### src/brc_defs.vh
// Purpose: constants for the synchronous burst read control block
// Assumes: AXI4-Lite byte addressing, 32-bit data
// Notes:   definitions only
`ifndef BRC_DEFS_VH
`define BRC_DEFS_VH
`define BRC_CTRL_ADDR      16'h101C
`define BRC_CTRL_RESET     16'h0000
`define BRC_CTRL_WMASK     16'hFF3F
`define BRC_BIT_EN         0
`define BRC_BIT_EDGE       1
`define BRC_BIT_HOLD       2
`define BRC_BIT_FIFO       3
`define BRC_BIT_EXIT       4
`define BRC_BIT_XLAT       5
`define BRC_LAT_LO         8
`define BRC_LAT_HI         11
`define BRC_LEN_LO         12
`define BRC_LEN_HI         15
`define BRC_LAT_BASE       5'h02
`define BRC_RAM_WIN        2'h3
`define BRC_RESP_OKAY      2'h0
`define BRC_RESP_SLVERR    2'h2
`endif

### src/brc_top.v
// Purpose: burst read control register and synchronous burst read engine
// Assumes: host clock, enables and address are asynchronous pins
// Notes:   data words come from a user-side stream through a 2-entry buffer
// Operation
// - Burst reads only while enable set
// - Enable clear ignores host clock
// - Sample edge select, falling adds one clock
// - Hold data one or two clocks
// - Exit mode samples address bits 12:11
// - RAM window read clears enable
// - Extra latency bit adds one clock
// - First data after two plus latency
// - Hold keeps each word two clocks
// - Burst length two to length field
// - Bits 6 and 7 read zero
// - Control register at 101C resets zero
`timescale 1ns/1ps
`include "brc_defs.vh"
module brc_top #(
    parameter ADDR_W = 16,
    parameter DATA_W = 16
) (
    // Clock and reset
    input  wire              aclk,
    input  wire              aresetn,
    // AXI4-Lite write
    input  wire [ADDR_W-1:0] s_axi_awaddr,
    input  wire              s_axi_awvalid,
    output reg               s_axi_awready,
    input  wire [31:0]       s_axi_wdata,
    input  wire [3:0]        s_axi_wstrb,
    input  wire              s_axi_wvalid,
    output reg               s_axi_wready,
    output reg  [1:0]        s_axi_bresp,
    output reg               s_axi_bvalid,
    input  wire              s_axi_bready,
    // AXI4-Lite read
    input  wire [ADDR_W-1:0] s_axi_araddr,
    input  wire              s_axi_arvalid,
    output reg               s_axi_arready,
    output reg  [31:0]       s_axi_rdata,
    output reg  [1:0]        s_axi_rresp,
    output reg               s_axi_rvalid,
    input  wire              s_axi_rready,
    // Host pins
    input  wire              host_clk,
    input  wire              host_ce_n,
    input  wire              host_oe_n,
    input  wire [1:0]        host_a_12_11,
    output reg  [DATA_W-1:0] host_d_o,
    output reg               host_d_oe,
    // Data source stream
    input  wire [DATA_W-1:0] src_data,
    input  wire              src_valid,
    output reg               src_ready,
    // Status
    output reg               ram_exit_q,
    output reg               burst_active_q
);
    localparam ST_IDLE = 2'h0;
    localparam ST_LAT  = 2'h1;
    localparam ST_DATA = 2'h2;
    localparam ST_DONE = 2'h3;

    reg  [15:0]       ctrl_q;
    reg  [2:0]        clk_s_q;
    reg  [1:0]        ce_s_q;
    reg  [1:0]        oe_s_q;
    reg  [1:0]        a_s1_q;
    reg  [1:0]        a_s2_q;
    reg  [1:0]        st_q;
    reg  [4:0]        lat_q;
    reg  [10:0]       cnt_q;
    reg               hph_q;
    reg               wr_pend_q;
    reg  [DATA_W-1:0] buf0_q;
    reg  [DATA_W-1:0] buf1_q;
    reg  [1:0]        bcnt_q;
    reg  [ADDR_W-1:0] awa_q;
    reg  [31:0]       wd_q;
    reg  [3:0]        ws_q;
    reg               awh_q;
    reg               wh_q;
    wire              rise = clk_s_q[1] & ~clk_s_q[2];
    wire              fall = ~clk_s_q[1] & clk_s_q[2];
    wire              en = ctrl_q[`BRC_BIT_EN];
    wire              hold = ctrl_q[`BRC_BIT_HOLD];
    wire              inv = ctrl_q[`BRC_BIT_EDGE];
    wire [3:0]        lfld = ctrl_q[`BRC_LEN_HI:`BRC_LEN_LO];
    wire              sel = ~ce_s_q[1] & ~oe_s_q[1];
    wire              pop;
    wire              push = src_valid & src_ready;
    wire              wr_go = (awh_q | s_axi_awvalid) & (wh_q | s_axi_wvalid)
                              & ~s_axi_bvalid & ~wr_pend_q;
    wire [ADDR_W-1:0] wa = awh_q ? awa_q : s_axi_awaddr;
    wire [31:0]       wd = wh_q ? wd_q : s_axi_wdata;
    wire [3:0]        ws = wh_q ? ws_q : s_axi_wstrb;
    wire [15:0]       wm = {{8{ws[1]}}, {8{ws[0]}}} & `BRC_CTRL_WMASK;
    wire              wr_hit = wr_go & (wa == `BRC_CTRL_ADDR);
    wire              ram_hit;
    wire [4:0]        first = `BRC_LAT_BASE
                              + {1'b0, ctrl_q[`BRC_LAT_HI:`BRC_LAT_LO]}
                              + {4'h0, ctrl_q[`BRC_BIT_XLAT]};
    wire [3:0]        lexp = (hold && lfld != 4'h0) ? lfld - 4'h1 : lfld;
    wire [10:0]       words = 11'h001 << lexp;

    assign ram_hit = ctrl_q[`BRC_BIT_EXIT] && a_s2_q == `BRC_RAM_WIN;
    assign pop = (st_q == ST_DATA) && rise && !hph_q && bcnt_q != 2'h0;

    // Pin synchronisers; first stage feeds only the second
    always @(posedge aclk) begin
        if (!aresetn) begin
            clk_s_q <= 3'h0;
            ce_s_q  <= 2'h3;
            oe_s_q  <= 2'h3;
            a_s1_q  <= 2'h0;
            a_s2_q  <= 2'h0;
        end else begin
            clk_s_q <= en ? {clk_s_q[1:0], host_clk} : 3'h0;
            ce_s_q  <= {ce_s_q[0], host_ce_n};
            oe_s_q  <= {oe_s_q[0], host_oe_n};
            a_s1_q  <= host_a_12_11;
            a_s2_q  <= a_s1_q;
        end
    end

    // AXI4-Lite slave
    always @(posedge aclk) begin
        if (!aresetn) begin
            s_axi_awready <= 1'b0;
            s_axi_wready  <= 1'b0;
            s_axi_bvalid  <= 1'b0;
            s_axi_bresp   <= `BRC_RESP_OKAY;
            s_axi_arready <= 1'b0;
            s_axi_rvalid  <= 1'b0;
            s_axi_rresp   <= `BRC_RESP_OKAY;
            s_axi_rdata   <= 32'h0000_0000;
            awh_q         <= 1'b0;
            wh_q          <= 1'b0;
            awa_q         <= {ADDR_W{1'b0}};
            wr_pend_q     <= 1'b0;
            wd_q          <= 32'h0000_0000;
            ws_q          <= 4'h0;
            ctrl_q        <= `BRC_CTRL_RESET;
        end else begin
            s_axi_awready <= 1'b0;
            s_axi_wready  <= 1'b0;
            s_axi_arready <= 1'b0;
            if (s_axi_awvalid && !awh_q && !s_axi_awready && !wr_go) begin
                awh_q         <= 1'b1;
                awa_q         <= s_axi_awaddr;
                s_axi_awready <= 1'b1;
            end
            if (s_axi_wvalid && !wh_q && !s_axi_wready && !wr_go) begin
                wh_q         <= 1'b1;
                wd_q         <= s_axi_wdata;
                ws_q         <= s_axi_wstrb;
                s_axi_wready <= 1'b1;
            end
            wr_pend_q <= wr_go;
            if (wr_go) begin
                s_axi_awready <= ~awh_q;
                s_axi_wready  <= ~wh_q;
                awh_q         <= 1'b0;
                wh_q          <= 1'b0;
                s_axi_bresp   <= wr_hit ? `BRC_RESP_OKAY : `BRC_RESP_SLVERR;
            end
            // Response only after both channels are taken
            if (wr_pend_q) begin
                s_axi_bvalid <= 1'b1;
            end else if (s_axi_bready) begin
                s_axi_bvalid <= 1'b0;
            end
            if (wr_hit) begin
                ctrl_q <= (ctrl_q & ~wm) | (wd[15:0] & wm);
            end
            if (st_q == ST_IDLE && en && sel && ram_hit) begin
                ctrl_q[`BRC_BIT_EN] <= 1'b0;
            end
            if (s_axi_arvalid && !s_axi_rvalid && !s_axi_arready) begin
                s_axi_arready <= 1'b1;
                if (s_axi_araddr == `BRC_CTRL_ADDR) begin
                    s_axi_rdata <= {16'h0000, ctrl_q};
                    s_axi_rresp <= `BRC_RESP_OKAY;
                end else begin
                    s_axi_rdata <= 32'h0000_0000;
                    s_axi_rresp <= `BRC_RESP_SLVERR;
                end
            end
            // Read data follows the address handshake
            if (s_axi_arready) begin
                s_axi_rvalid <= 1'b1;
            end else if (s_axi_rvalid && s_axi_rready) begin
                s_axi_rvalid <= 1'b0;
            end
        end
    end

    // Two-entry buffer; buf0 is the head
    always @(posedge aclk) begin
        if (!aresetn) begin
            buf0_q    <= {DATA_W{1'b0}};
            buf1_q    <= {DATA_W{1'b0}};
            bcnt_q    <= 2'h0;
            src_ready <= 1'b0;
        end else begin
            case ({push, pop})
                2'b10: begin
                    if (bcnt_q == 2'h0) begin
                        buf0_q <= src_data;
                    end else begin
                        buf1_q <= src_data;
                    end
                    bcnt_q <= bcnt_q + 2'h1;
                end
                2'b01: begin
                    buf0_q <= buf1_q;
                    bcnt_q <= bcnt_q - 2'h1;
                end
                2'b11: begin
                    buf0_q <= (bcnt_q == 2'h1) ? src_data : buf1_q;
                    buf1_q <= src_data;
                end
                default: begin
                    bcnt_q <= bcnt_q;
                end
            endcase
            src_ready <= (bcnt_q + {1'b0, push} - {1'b0, pop}) < 2'h2;
        end
    end

    // Burst engine
    always @(posedge aclk) begin
        if (!aresetn) begin
            st_q           <= ST_IDLE;
            lat_q          <= 5'h00;
            cnt_q          <= 11'h000;
            hph_q          <= 1'b0;
            host_d_o       <= {DATA_W{1'b0}};
            host_d_oe      <= 1'b0;
            ram_exit_q     <= 1'b0;
            burst_active_q <= 1'b0;
        end else begin
            ram_exit_q <= ram_exit_q & sel;
            case (st_q)
                ST_IDLE: begin
                    host_d_oe <= 1'b0;
                    if (en && sel && ram_hit) begin
                        ram_exit_q <= 1'b1;
                    end else if (en && sel && (inv ? fall : rise)) begin
                        st_q   <= ST_LAT;
                        // first data count, falling adds one
                        lat_q  <= inv ? first : first - 5'h01;
                        cnt_q  <= words;
                        hph_q  <= 1'b0;
                        burst_active_q <= 1'b1;
                    end
                end
                ST_LAT: begin
                    if (rise) begin
                        if (lat_q == 5'h01) begin
                            st_q <= ST_DATA;
                        end
                        lat_q <= lat_q - 5'h01;
                    end
                end
                ST_DATA: begin
                    if (pop) begin
                        host_d_o  <= buf0_q;
                        host_d_oe <= 1'b1;
                        hph_q     <= hold;
                        cnt_q     <= cnt_q - 11'h001;
                        if (cnt_q == 11'h001) begin
                            st_q <= ST_DONE;
                        end
                    end else if (rise) begin
                        hph_q <= 1'b0;
                    end
                end
                ST_DONE: begin
                    if (!sel) begin
                        st_q           <= ST_IDLE;
                        host_d_oe      <= 1'b0;
                        burst_active_q <= 1'b0;
                    end
                end
                default: begin
                    st_q <= ST_IDLE;
                end
            endcase
            if (st_q != ST_IDLE && !sel) begin
                st_q           <= ST_IDLE;
                host_d_oe      <= 1'b0;
                burst_active_q <= 1'b0;
            end
        end
    end
endmodule // brc_top

### config.mk
export PLATFORM = sky130hd
export DESIGN_NAME = brc_top
export DESIGN_NICKNAME = d
export VERILOG_FILES = /design/src/brc_top.v
export VERILOG_INCLUDE_DIRS = /design/src /design/src/src
export SDC_FILE = /design/constraint.sdc
export NUM_CORES = 1
export LEC_CHECK = 0
export BUFFER_PORTS_ARGS = -buffer_cell sky130_fd_sc_hd__buf_2
export CAP_MARGIN = 20
export CORE_UTILIZATION = 45
export CTS_CLUSTER_SIZE = 25
export DETAILED_ROUTE_END_ITERATION = 8
export PLACE_DENSITY = 0.72
export SYNTH_ARGS = -nofsm -noshare
export SYNTH_HDL_FRONTEND = slang
export SYNTH_SLANG_ARGS = --single-unit
### constraint.sdc
create_clock -name aclk -period 8.5 [get_ports aclk]
set_clock_uncertainty 0.05 [all_clocks]
set_input_delay 0.425 -clock aclk [delete_from_list [all_inputs] [get_ports aclk]]
set_output_delay 0.425 -clock aclk [all_outputs]
set_load 0.05 [all_outputs]
======== Yosys cells after proc, flatten, opt, wreduce, memory -nomap -nowiden ========
Index checks and enable logic that the tools add are counted.
storage, ports and cells
  output and inout bits ................... 61
  input bits .............................. 97
  register bits after elaboration ......... 178
operators by class
  add/subtract/negate cells ............... 10
  reduce and logical (&&, ||, !) cells .... 57
  equality and inequality tests ........... 22
  bitwise logic cells ..................... 24
  mux-type cells .......................... 53
  shift operators ......................... 1
  magnitude comparators ................... 1
operator list
  kind                   number
  $mux 16                6
  $pmux 16 s3            1
  $mux 11                3
  $and 16x16->16         2
  $eq 16x13->1 const B   2
  $pmux 16 s2            1
  $pmux 11 s2            1
  $logic_and 1x1->1      21
  $mux 1                 20
  $mux 2                 10
  $mux 5                 4
  $reduce_bool 2->1      9
  $not 16->16            1
  $or 16x16->16          1
  $reduce_and 4->1       4
  $ne 2x2->1 const B     7
  $eq 11x1->1 const B    1
  $shl 1x4->11 const A   1
  $sub 11x1->11 const B  1
  $eq 2x2->1 const B     5
  $pmux 5 s2             1
  $sub 5x1->5 const B    2
  $and 1x1->1            9
  $logic_not 1->1        9
  26 further kinds       46

======== Logic depth before layout (Yosys ltp) ========
Gate-level depths: netlist of the first run.
  word-level depth ........................ 8
  depth in mapped cells ................... 13
  mapped depth without buffers ............ 10

======== Worst setup path after synthesis of the first run ========
No wires, ideal clock.
  kind .................................... register -> register
  from .................................... register bcnt_q[0]
  to ...................................... register buf0_q[10]
  setup time .............................. 0.078 ns
  arrival ................................. 2.750 ns
  stages on the path, launching flop included .. 14
  path buffers ............................ 3
  path slack .............................. 5.622 ns
  cell sequence ........................... dfxtp_1 > inv_1 > ha_1 > nor4b_1 > nand2_1 > inv_1 > buf_2 > buf_1 > ha_1 > a21oi_1 > nor2_1 > clkbuf_1 > a221oi_1 > nor3_1
on the way
  longest elaborated chain between the ends .. 5
  elaborated cells between the ends (all ways) .. 12
  classes of those cells .................. 5 x eq/ne; 2 x mux; 5 x reduce/logical
RTL lines
  item                                                              RTL line       source
  from (decl)                                                       brc_top.v:78   reg [1:0] bcnt_q;
  from (signal assigned)                                            brc_top.v:214  bcnt_q <= bcnt_q + 2'h1;
  from (signal assigned)                                            brc_top.v:218  bcnt_q <= bcnt_q - 2'h1;
  from (signal assigned)                                            brc_top.v:225  bcnt_q <= bcnt_q;
  $reduce_bool 2->1                                                 brc_top.v:108  assign pop = (st_q == ST_DATA) && rise && !hph_q && bcnt_q != 2'h0;
  $logic_and 1x1->1                                                 brc_top.v:108
  $eq 2x2->1 or $eq 2x1->1 (tied branches)                          brc_top.v:207  case ({push, pop})
  $ne 2x2->1 (no source line) or $reduce_bool 3->1 (tied branches)  --
  $reduce_and 2->1 (no source line)                                 --
  to (signal assigned)                                              brc_top.v:210  buf0_q <= src_data;
  to (signal assigned)                                              brc_top.v:217  buf0_q <= buf1_q;
  to (signal assigned)                                              brc_top.v:221  buf0_q <= (bcnt_q == 2'h1) ? src_data : buf1_q;
  to (decl)                                                         brc_top.v:76   reg [DATA_W-1:0] buf0_q;
Parallel ways exist; a longest one is shown, timed or not.
A chain may end at the register's enable or synchronous reset.

======== Worst setup path after layout of the first run ========
  from .................................... register bcnt_q[0]
  to ...................................... register buf0_q[5]
The elaborated chain is that of the path after synthesis.

==> results.md, run 1 <==
- The startpoint of the tightest hold check path is host_oe_n.
- For this run, the detailed router's first-pass iteration total came to 9.
- The maximum level of the CTS H-tree is 4.
- The area taken by multi-input logic gates is 0.00355 sq mm.
- The post-CTS repair timing setup buffer count is 0.
- The part of the total power dissipated in combinational logic is 10.0%.
- Cells with a size suffix above 1 make up 18.8% of the layout.
- The worst-margin pin slew is 1.14 ns.
- Once placement completed, the tool counted placed cells totaling 1064.
- Once routing completed, OpenROAD measured the worst setup slack at 4.14 ns.
- Summing all flip-flop and latch instances after layout gives 0.00308 sq mm.
- The portion of total power attributed to the clock network is 44.4%.
- The critical path startpoint is bcnt_q[0].
- The type of the tightest min-delay check is input port to flop.
- For this design the top-level I/O count stands at 158.
- The initial antenna violation count is 1.
- After floorplanning, the core was divided into 45 placement rows.
- For this design, the slowest cell found on the critical path is sky130_fd_sc_hd__nor2_1.
- The yosys synthesis warning count is 0.
- At the end of the flow, the number of nets in the layout was 1011.
- After detailed routing, the wire length on met1 is 7530 um.
- The worst setup path is captured at a flop.
- The routed design could run at a clock period as short as 4.36 ns.
- The total negative setup slack is 0 ns.
- The total non-filler cell area in the finished layout is 0.00821 sq mm.
- Data on the critical path is required at its endpoint by 8.78 ns.
- The library cell used as clock root buffer is sky130_fd_sc_hd__clkbuf_16.
- Summed over all nets, the half-perimeter wirelength after detailed placement is 10700 um.
- Counting every instance in the synthesized netlist gives 798.
- Global routing finished with a remaining overflow of 0.
- Of all nets on the critical path, the largest fanout is 22.
- The worst hold-check slack is 0.133 ns.
- The initial standard-cell utilization of the core is 46.1%.
- The placeable core region is 0.0152 sq mm.
- After synthesis the cells add up to 0.00701 sq mm.
- The largest vdd supply drop is 0.146 mV.
- The mean instance size in the synthesized netlist is 8.78 sq um.
- Sequential elements use 44.0% of the synthesized area.
- The CTS buffer count is 17.
- The normalized max-slew margin is 24.0%.
- Summing all placed instances gives a cell area of 0.00761 sq mm.
- The via count is 5875.
- The floorplan step defined a die boundary enclosing 0.0161 sq mm.
- The detail-routed via count per cell is 5.36.
- The internal portion of the total power is 1.27 mW.
- The CTS tree is done.
- In the routed design, unresolved DRC markers number 0.
- The pin count of the biggest net entering global routing is 73.
- Max-cap violations in this run came to 0.
- In this run, synthesis produced a sequential element count of 154.
- The number of global-route vias before repair is 5229.
- The number of setup violations in the final report is 0.
- The proportion of power drawn by flip-flops and latches is 45.6%.
- For the worst-skew pair, the clock arrives at the later sink with an insertion delay of 0.42 ns.
- Walking the worst path, the cells encountered are inv_1 -> ha_1 -> nor4b_1 -> nand2_1 -> inv_1 -> ha_1 -> a21oi_1 -> nor2_1 -> a221oi_1 -> nor3_1.
- The standby leakage power is 3.30 nW.
- The number of hold-slack violations in the final timing report was 0.
- The routed length per placed instance is 14.4 um.
- After clock tree synthesis, the clock-pin slew on the worst setup and hold paths is 0.06 ns.
- No sink is reached through more buffers than the 2 on the longest clock path.
- Measured along the y axis, the die boundary spans 127 um.
- After synthesis, the share of flip-flops with an asynchronous set or reset is 0%.
- In this run, post-CTS hold repair placed 0 buffers.
- The global-route wire length before repair is 25800 um.
- The run finished with clean final reports.
- In the global route stage, overall resource usage came out at 20.2%.
- Buffers placed on the I/O ports in this run total 117.
- The number of max-slew violations in the final report is 0.
- The count of instances resized after the clock tree is built is 0.
- The count of cell types in the netlist is 68.
- At the placement stage, the worst setup path has a slack of 4.09 ns.
- The floorplan step set the die width to 127 um.
- Net switching is 24.3% of the power.
- Routability-driven placement finished with a final weighted congestion of 0.822.
- Dividing the final minimum period by the clock period gives 51.3%.
- For this block, the initial DRC count from the detailed router was 452.
- The layout-stage area growth over the synthesis result is 17.1%.
- The worst setup path is launched from a flop.
- The core occupancy in the finished layout is 54.0%.
- The number of buffers and inverters on the critical path is 2.
- The routed wire length is 15800 um.
- The count of flip-flops with a built-in enable after synthesis is 0.
- Leaving out filler cells and counting taps, the final layout contains 1097.
- The clock net sink count is 154.
- The launching point of the worst reg2reg path is bcnt_q[0].
- Derived from the worst setup path, the maximum achievable clock frequency is 229 MHz.
- The endpoint arrival time on the critical path is 4.65 ns.
- Power spread over the standard cell area amounts to 205 mW/mm^2.
- Setup repair after global routing left no endpoint under its margin.
- The detailed router used layers up to and including met4.
- The routed wire length on met3 is 820 um.
- The type of the worst setup path is flop to flop.
- The sum of met2 wire segment lengths after detailed routing is 7220 um.
- The most used flip-flop cell after synthesis is sky130_fd_sc_hd__dfxtp_1.
- The completed layout was analyzed and its total power is 1.68 mW.
- Once detail routing completed, the nets flagged for antenna violations numbered 0.
- The top cell family by delay on the critical path is simple AND/OR/NAND/NOR gates.
- The total net switching power is 409 uW.
- The largest incremental delay on the critical path is 0.85 ns.
- The number of fillers in the final layout is 1447.
-- final timing paths --
path               end  depth (start not counted)  slack [ns]
max          buf0_q[5]                         10        4.14
min          oe_s_q[0]                          2        0.13
max reg2reg  buf0_q[5]                         10        4.14
min reg2reg  ce_s_q[1]                          1        0.36
-- cell type report --
| class | instances | share of cell area [%] |
|---|---|---|
| tap | 188 | 2.87 |
| inverter | 26 | 1.20 |
| sequential | 154 | 37.6 |
| multi-input combinational | 572 | 43.3 |
| clock inverter | 6 | 1.07 |
| timing repair buffer | 125 | 7.94 |
| antenna | 1 | 0.0305 |
| clock buffer | 25 | 6.04 |
-- synthesized netlist by cell type (4+ instances only) --
cell type                  count  area, sq um
sky130_fd_sc_hd__nand4_1       4         25.0
sky130_fd_sc_hd__a32oi_1       4         35.0
sky130_fd_sc_hd__buf_2         8         40.0
sky130_fd_sc_hd__a21oi_1      58          290
sky130_fd_sc_hd__a22oi_1      17          128
sky130_fd_sc_hd__ha_1         18          225
sky130_fd_sc_hd__and3_1        4         25.0
sky130_fd_sc_hd__a211oi_1     20          150
sky130_fd_sc_hd__nor3b_1       4         30.0
sky130_fd_sc_hd__clkbuf_1     28          105
sky130_fd_sc_hd__nand2b_1     11         68.8
sky130_fd_sc_hd__buf_4        21          158
sky130_fd_sc_hd__mux2i_1      54          541
sky130_fd_sc_hd__xnor2_1       9         78.8
sky130_fd_sc_hd__dfxtp_1     154         3080
sky130_fd_sc_hd__a31oi_1       4         25.0
sky130_fd_sc_hd__a221oi_1     16          140
sky130_fd_sc_hd__nand2_1      91          342
sky130_fd_sc_hd__inv_1        24         90.1
sky130_fd_sc_hd__buf_1         5         18.8
sky130_fd_sc_hd__xor2_1        5         43.8
sky130_fd_sc_hd__o22ai_1       9         56.3
sky130_fd_sc_hd__nor2_1      104          390
sky130_fd_sc_hd__o21ai_0      16         80.1
sky130_fd_sc_hd__and2_1        6         37.5
sky130_fd_sc_hd__nor2b_1       4         25.0
sky130_fd_sc_hd__nand3_1       8         40.0
sky130_fd_sc_hd__nor3_1       25          125
sky130_fd_sc_hd__nor4b_1       6         52.6
sky130_fd_sc_hd__nor4_1        8         50.1
-- power groups by stage --
stage / logic, mW / registers (mW) / clock network (mW)
floorplan: 0.122 / 0.792 / 0
global placement: 0.167 / 0.783 / 0
detailed placement: 0.169 / 0.784 / 0
CTS: 0.169 / 0.768 / 0.760
global route: 0.185 / 0.771 / 0.790
finish: 0.169 / 0.768 / 0.747
-- flip-flops by register name, indices dropped and copies added (netlist names), 3 cells and up, named ones only --
name	cells
lat_q	5
s_axi_rdata	14
awa_q	16
buf1_q	16
clk_s_q	3
host_d_o	16
cnt_q	11
wd_q	14
buf0_q	16
-- kinds of logic (layout without fill, tap and decap cells) --
group | after synthesis | count (layout) | share of synthesized area (%)
DFF | 154 | 154 | 44.0
xor gates and xnor gates | 14 | 14 | 1.75
muxes | 54 | 54 | 7.71
other | 1 | 21 | 0.0535
buffers and inverters | 91 | 182 | 6.37
and+or+nand+nor | 295 | 295 | 19.9
adders and majority gates | 18 | 18 | 3.21
AOI/OAI and AO/OA | 171 | 171 | 17.0
-- cells in the final DEF (no fill, tap or decap), types with 5 or more instances in the layout --
cell type / Yosys / routed
sky130_fd_sc_hd__xnor2_1: 9 / 9
sky130_fd_sc_hd__nand2b_1: 11 / 11
sky130_fd_sc_hd__buf_2: 8 / 117
sky130_fd_sc_hd__xor2_1: 5 / 5
sky130_fd_sc_hd__o21ai_0: 16 / 16
sky130_fd_sc_hd__nor4_1: 8 / 8
sky130_fd_sc_hd__o22ai_1: 9 / 9
sky130_fd_sc_hd__a211oi_1: 20 / 20
sky130_fd_sc_hd__clkbuf_8: 0 / 5
sky130_fd_sc_hd__and2_1: 6 / 6
sky130_fd_sc_hd__nand3_1: 8 / 8
sky130_fd_sc_hd__mux2i_1: 54 / 54
sky130_fd_sc_hd__dfxtp_1: 154 / 154
sky130_fd_sc_hd__inv_1: 24 / 24
sky130_fd_sc_hd__a22oi_1: 17 / 17
sky130_fd_sc_hd__nor4b_1: 6 / 6
sky130_fd_sc_hd__conb_1: 1 / 20
sky130_fd_sc_hd__buf_4: 21 / 7
sky130_fd_sc_hd__clkbuf_16: 0 / 17
sky130_fd_sc_hd__ha_1: 18 / 18
sky130_fd_sc_hd__a221oi_1: 16 / 16
sky130_fd_sc_hd__nor2_1: 104 / 104
sky130_fd_sc_hd__nand2_1: 91 / 91
sky130_fd_sc_hd__nor3_1: 25 / 24
sky130_fd_sc_hd__a21oi_1: 58 / 58
-- worst register-to-register path: stages, from the launching register on --
cell and delay, ns:
sky130_fd_sc_hd__dfxtp_1 0.38, sky130_fd_sc_hd__inv_1 0.06, sky130_fd_sc_hd__ha_1 0.26, sky130_fd_sc_hd__nor4b_1 0.46, sky130_fd_sc_hd__nand2_1 0.60, sky130_fd_sc_hd__inv_1 0.80, sky130_fd_sc_hd__ha_1 0.35, sky130_fd_sc_hd__a21oi_1 0.06
sky130_fd_sc_hd__nor2_1 0.85, sky130_fd_sc_hd__a221oi_1 0.22, sky130_fd_sc_hd__nor3_1 0.20
-- routing by layer --
| metal | global-route usage (%) | vias up |
|---|---|---|
| met5 | 0 | - |
| met4 | 8.26 | 0 |
| met3 | 5.23 | 21 |
| met2 | 32.6 | 146 |
| met1 | 25.9 | 2719 |
| li1 | - | 2989 |
No activity file was read; power rests on OpenSTA's default activity.
==> inputs of run 2 (changes only) <==
==> constraint.sdc (replaced) <==
create_clock -name aclk -period 4.2 [get_ports aclk]
set_clock_uncertainty 0.05 [all_clocks]
set_input_delay 0.21 -clock aclk [delete_from_list [all_inputs] [get_ports aclk]]
set_output_delay 0.21 -clock aclk [all_outputs]
set_load 0.05 [all_outputs]
==> run 2 against run 1 <==
Global-route usage is 1.4 points higher. Die area stayed put. Register-to-register slack worse by 2.8 ns. Largest power group unchanged. Cell count increased by 4.2%. Flip-flop and latch count stayed put. Clock power grew 98%. Maximum frequency is 51% higher. Worst hold slack lost 0.12 ns.
==> results.md, run 2 (synthesized netlist as in run 1, its figures left out) <==
- For this block, the via count after detailed routing is 6117.
- After detailed routing, the average wire length per cell comes to 14.8 um.
- The die covers 0.0161 sq mm.
- The required time at the worst-slack endpoint is 4.48 ns.
- The clock net sink count is 154.
- The standby leakage power is 3.48 nW.
- The number of global-route vias before repair was 5656.
- Along the worst path, the maximum fanout reaches 20.
- 158 I/O pins were placed.
- Setup violations remaining at the end of the flow were counted as 0.
- The worst path uses 68.8% of the clock period.
- The final RePlAce weighted congestion is 0.817.
- The initial antenna violation count came to 0.
- The category of the worst setup path launch point is a flop.
- The top cell family by delay on the critical path is simple AND/OR/NAND/NOR gates.
- The setup check on the worst reg-to-reg path leaves a slack of 1.31 ns.
- The count of standard-cell rows is 45.
- The global-route wire length before repair is 27700 um.
- The number of hold-slack violations in the final timing report is 0.
- The final critical path time including I/O delays and setup is 2.89 ns.
- The combined global-route utilization of all metal layers is 21.6%.
- The placeable core region is 0.0152 sq mm.
- The first detailed-routing pass took 4 iterations.
- The CTS buffer count is 17.
- The repair_antennas step left the layout with diodes totalling 0.
- The layout has 1360 filler cells.
- The number of max-slew violations in the final report came to 0.
- The detail-routed via count per cell is 5.35.
- The post-CTS repair timing setup buffer count is 0.
- The layout cell share with drive strength beyond 1 is 18.6%.
- The finished cells cover 0.00865 sq mm.
- Port buffering added 117 buffers.
- In the layout the commonest cells are sky130_fd_sc_hd__dfxtp_1, sky130_fd_sc_hd__buf_2, sky130_fd_sc_hd__nor2_1, sky130_fd_sc_hd__nand2_1, sky130_fd_sc_hd__a21oi_1.
- The cell sitting at the root of the clock tree is a sky130_fd_sc_hd__clkbuf_16.
- The most common cell after layout, fill and taps aside is sky130_fd_sc_hd__dfxtp_1.
- The type of the tightest min-delay check is input port to flop.
- Entering global routing, the biggest net connects 73 pins.
- The end of the worst register-to-register path is buf1_q[7].
- Summed over all layers, the routed wires come to 16900 um.
- The worst hold-check slack is 0.0103 ns.
- The clock input transition at the sequential cells of the worst setup and hold paths is 0.06 ns.
- For the pin with the worst max-slew slack, the measured transition is 0.982 ns.
- TritonCTS built the clock tree.
- Power spread over the standard cell area amounts to 395 mW/mm^2.
- The endpoint arrival time on the critical path is 3.17 ns.
- The worst hold path was traced through 3 stages.
- In this run the most critical hold path is launched from s_axi_awaddr[6].
- The normalized max-slew margin is 34.6%.
- Across the VDD grid, the largest voltage drop is 0.433 mV.
- The total negative setup slack is 0 ns.
- In this run the deepest clock path goes through 2 buffers.
- Counting both buffers and inverters, the worst setup path holds a total of 2.
- The die span in x is 127 um.
- The maximum level of the CTS H-tree is 4.
- The initial standard-cell utilization of the core is 46.1%.
- Clock latency on the worst-skew pair, taken at its later pin, is 0.42 ns.
- The layout-stage area growth over the synthesis result is 23.4%.
- For hold timing, the worst endpoint is awa_q[6].
- Setup repair after global routing left no endpoint under its margin.
- The height of the die is 127 um.
- The overflow left after global routing is 0.
- The critical path is of the flop to flop type.
- Across the run, the number of max-cap violations was 0.
- Once detail routing completed, the nets flagged for antenna violations numbered 0.
- For the worst flop-to-flop path, the logic depth is 10.
- After detailed placement, the total cell area comes to 0.00763 sq mm.
- The maximum clock frequency is 346 MHz.
- For this run, design rule violations remaining after detail routing come to 0.
- STA classifies the critical path endpoint as a flop.
- The launching point of the worst reg2reg path is bcnt_q[0].
- The final-stage net count is 1057.
- For this block, the initial DRC count from the detailed router was 483.
- Walking the worst path, the cells encountered are inv_1 -> ha_1 -> nor4b_1 -> nand2_1 -> buf_4 -> ha_1 -> nor2_1 -> a21o_1 -> nand2_1 -> a21oi_1.
- The flow ran to the end, and the final reports show no timing, DRC or antenna violations.
- The standard cell with the maximum stage delay on the critical path is sky130_fd_sc_hd__a21o_1.
- The half-perimeter wire length after detailed placement is 10700 um.
- In this design, the stage delay of the slowest critical-path cell is 0.44 ns.
run 2: repair_timing:
item,in CTS,in global routing
hold buffers,43,0
resized for setup,0,0
hold endpoints to repair,43,0
endpoints found under the setup margin,0,0
run 2: power by group:
| group | internal, mW | switching (mW) | total (mW) |
|---|---|---|---|
| combinational | 0.148 | 0.228 | 0.376 |
| clock | 0.877 | 0.605 | 1.48 |
| sequential | 1.52 | 0.0330 | 1.56 |
run 2: worst max-delay path by stage:
| stage | startpoint | endpoint | slack, ns | cells past startpoint |
|---|---|---|---|---|
| global route | bcnt_q[0] | buf1_q[7] | 1.06 | 10 |
| CTS | bcnt_q[0] | buf1_q[14] | 1.23 | 10 |
| global placement | bcnt_q[0] | cnt_q[10] | 1.34 | 8 |
| floorplan | bcnt_q[0] | buf0_q[10] | 1.32 | 13 |
| detailed placement | bcnt_q[0] | buf0_q[9] | 1.28 | 10 |
| finish | bcnt_q[0] | buf1_q[7] | 1.31 | 10 |
run 2: layer usage:
layer	share of wire (%)	vias to the layer above	GRT usage (%)
met1	47	2838	27.5
met2	47	170	35.7
li1	-	3082	-
met3	4.2	27	4.85
met5	0	-	0
met4	2.1	0	8.40
run 2: final cells by class:
cell class,instances,area (sq um),share of cell area (%)
tap,188,235,2.72
inverter,26,98.8,1.14
clock buffer,22,484,5.60
multi-input combinational,572,3550,41.1
timing repair buffer,171,1100,12.7
clock inverter,10,90.1,1.04
sequential,154,3080,35.6
run 2: worst reg2reg max path, stage by stage (launching register included):
cell and delay [ns]:
sky130_fd_sc_hd__dfxtp_1 0.39, sky130_fd_sc_hd__inv_1 0.07, sky130_fd_sc_hd__ha_1 0.27, sky130_fd_sc_hd__nor4b_1 0.43
sky130_fd_sc_hd__nand2_1 0.16, sky130_fd_sc_hd__buf_4 0.27, sky130_fd_sc_hd__ha_1 0.26, sky130_fd_sc_hd__nor2_1 0.17
sky130_fd_sc_hd__a21o_1 0.45, sky130_fd_sc_hd__nand2_1 0.11, sky130_fd_sc_hd__a21oi_1 0.18
run 2: per-stage QoR:
| stage | worst slack [ns] | utilization, % | cells | power, mW |
|---|---|---|---|---|
| 2_1_floorplan | 1.32 | - | 817 | 1.85 |
| 3_3_place_gp | 1.34 | 50.2 | 1067 | 1.92 |
| 3_5_place_dp | 1.28 | 50.2 | 1067 | 1.93 |
| 4_1_cts | 1.23 | 56.8 | 1142 | 3.43 |
| 6_report | 1.31 | 56.9 | 1143 | 3.41 |
| 5_1_grt | 1.06 | 56.9 | 1143 | 3.55 |
==> inputs of run 3 (changes only) <==
--- a/config.mk
+++ b/config.mk
@@ -11,7 +11,7 @@
 export CORE_UTILIZATION = 45
 export CTS_CLUSTER_SIZE = 25
 export DETAILED_ROUTE_END_ITERATION = 8
-export PLACE_DENSITY = 0.72
+export PLACE_DENSITY = 0.75
 export SYNTH_ARGS = -nofsm -noshare
 export SYNTH_HDL_FRONTEND = slang
 export SYNTH_SLANG_ARGS = --single-unit
==> constraint.sdc (replaced) <==
create_clock -name aclk -period 2.6 [get_ports aclk]
set_clock_uncertainty 0.05 [all_clocks]
set_input_delay 0.13 -clock aclk [delete_from_list [all_inputs] [get_ports aclk]]
set_output_delay 0.13 -clock aclk [all_outputs]
set_load 0.05 [all_outputs]
==> run 3 against run 2 <==
Via count rose by 1.9%. Flip-flop and latch count unchanged. Utilization grew 2.5 points. Maximum frequency up 27%. Global-route usage grew 0.47 points. Worst hold slack better by 0.0054 ns. First-iteration DRC count down 17%. Critical path type unchanged. Critical endpoint is now lat_q[3]. Largest cell class unchanged. Highest routed layer unchanged.
==> results.md, run 3 (synthesized netlist as in run 1, its figures left out) <==
- The clock net sink count is 154.
- The number of fillers in the final layout is 1329.
- The worst-margin pin slew is 0.678 ns.
- The clock passes through at most 2 buffers.
- After floorplanning, the core was divided into 45 placement rows.
- Setup repair after global routing left no endpoint under its margin.
- TritonCTS built the clock tree.
- In this run, the number of DRC markers left after iteration 0 of detailed routing was 402.
- The detail-routed via count per cell is 5.31.
- The largest vdd supply drop is 0.473 mV.
- The number of buffers and inverters on the critical path is 1.
- The number of placed I/O pins is 158.
- The number of hold-slack violations in the final timing report was 0.
- The number of max-slew violations in the final report is 0.
- The cell sitting at the root of the clock tree is a sky130_fd_sc_hd__clkbuf_16.
- The overflow left after global routing is 0.
- The number of max-cap violations is 0.
- In the routed design, unresolved DRC markers number 0.
- Summing all non-filler instances in the final layout gives an area of 0.00902 sq mm.
- The maximum clock frequency is 438 MHz.
- The top cell family by delay on the critical path is simple AND/OR/NAND/NOR gates.
- The CTS buffer count is 17.
- Of all nets on the critical path, the largest fanout is 4.
- The clock latency on the worst-skew pair is 0.43 ns.
- The cell that appears most often on the critical path is sky130_fd_sc_hd__ha_1.
- The most common cell after layout, fill and taps aside is sky130_fd_sc_hd__dfxtp_1.
- Detailed placement finished with a half-perimeter wire length of 10900 um.
- The number of placed instances, taps included, is 1084.
- Timing analysis after detailed placement gives a worst setup slack of -0.0117 ns.
- Traced cell by cell, the critical path runs through ha_1 -> inv_1 -> ha_1 -> or3b_2 -> o221a_2 -> nor3_1 -> nand4bb_1 -> a31oi_1.
- The type of the tightest min-delay check is input port to flop.
- The routed length per placed instance is 14.5 um.
- The post-route netlist has 20.3% of its cells at a drive strength greater than 1.
- The iteration count of the initial detailed-routing pass is 5.
- The endpoint arrival time on the critical path is 2.54 ns.
- The number of setup violations in the final report is 0.
- The global-route wire length before repair is 28400 um.
- The number of logic stages on the critical path including buffering is 8.
- The height of the die is 127 um.
- 0 antenna diodes ended up in the layout.
- During placement, the flow inserted port buffers numbering 117.
- The final worst-path setup slack is 0.319 ns.
- The largest incremental delay on the critical path is 0.47 ns.
- The hold-critical path depth is 3.
- The via count is 6233.
- The power density of the placed cells is 638 mW/mm^2.
- The count of placed standard cells in the final layout, fillers left out is 1174.
- The normalized max-slew margin is 54.4%.
- The instance area at placement is 0.00778 sq mm.
- The required time at the worst-slack endpoint is 2.86 ns.
- After clock tree synthesis, the clock-pin slew on the worst setup and hold paths is 0.06 ns.
- The standby leakage power is 3.65 nW.
- Global routing used 22.1% of the available tracks across all layers.
- The routed wire length is 17100 um.
- The final RePlAce weighted congestion is 0.848.
- For the worst flop-to-flop path, the logic depth is 8.
- The final critical path time including I/O delays and setup is 2.28 ns.
- The die covers 0.0161 sq mm.
- Relative to the synthesized area, the layout overhead comes to 28.7%.
- The total area inside the core boundary comes to 0.0152 sq mm.
- The initial standard-cell utilization of the core is 46.1%.
- The number of antenna-violating nets in the routed design is 0.
- In the final design database the tool counted 1088 nets.
- In this run the number of H-tree levels came out at 4.
- The nature of the critical path endpoint is a flop.
- The run finished with clean final reports.
- The library cells used most frequently in the layout, excluding fill and tap cells, are sky130_fd_sc_hd__dfxtp_1, sky130_fd_sc_hd__buf_2, sky130_fd_sc_hd__nor2_1, sky130_fd_sc_hd__nand2_1.
- The die span in x is 127 um.
- The number of global-route vias before repair is 5952.
- The total negative setup slack is 0 ns.
- The pin count of the biggest net entering global routing is 83.
- Among all stages on the critical path, the largest delay is contributed by sky130_fd_sc_hd__or3b_2.
- The initial antenna violation count is 0.
- The type of the worst setup path is flop to flop.
- The share of the clock period used by the worst path is 87.7%.
- STA classifies the critical path startpoint as a flop.
run 3: per-layer routing:
metal | GRT usage, % | vias to the layer above | wire length, um
met2 | 36.8 | 176 | 8030
met4 | 11.3 | 0 | 403
li1 | - | 3149 | -
met1 | 26.8 | 2875 | 7740
met3 | 5.15 | 33 | 879
met5 | 0 | - | 0
run 3: area by class of cell:
cell class | count | area, sq um | area share, %
Tap cell | 188 | 235 | 2.61
Clock buffer | 19 | 453 | 5.02
Sequential cell | 154 | 3080 | 34.2
Clock inverter | 13 | 169 | 1.87
Timing Repair Buffer | 202 | 1390 | 15.4
Multi-Input combinational cell | 572 | 3590 | 39.8
Inverter | 26 | 98.8 | 1.10
run 3: report_power, final:
| group | total (mW) | internal, mW | switching, mW |
|---|---|---|---|
| Sequential | 2.51 | 2.46 | 0.0523 |
| Clock | 2.60 | 1.57 | 1.03 |
| Combinational | 0.651 | 0.268 | 0.383 |
| Total | 5.76 | 4.29 | 1.46 |
run 3: through the flow:
stage	hold WS [ns]	power, mW	utilization, %
after floorplan	0.181	2.99	-
after global placement	0.278	3.12	51.2
after detailed placement	0.273	3.13	51.2
after CTS	0.0116	5.79	59.1
after global routing	0.0226	5.98	59.3
final	0.0157	5.76	59.3
run 3: worst min-delay path, delay by kind of cell:
family / cells / cell delay, ns
simple gates: 1 / 0.13
buf+inv: 1 / 0.11
compound gates: 1 / 0.08
run 3: final timing paths:
kind / to / startpoint / slack, ns
max: lat_q[3] / flop / 0.32
min: awh_q / s_axi_awvalid / 0.02
max reg2reg: lat_q[3] / flop / 0.32
min reg2reg: oe_s_q[1] / oe_s_q[0] / 0.36
run 3: repair_timing:
action	4_1_cts	5_1_grt
hold endpoints to repair	81	0
setup endpoints to repair	12	32
setup buffers	0	1
pin swaps	0	1
hold buffers	57	0
gates resized for setup	1	3
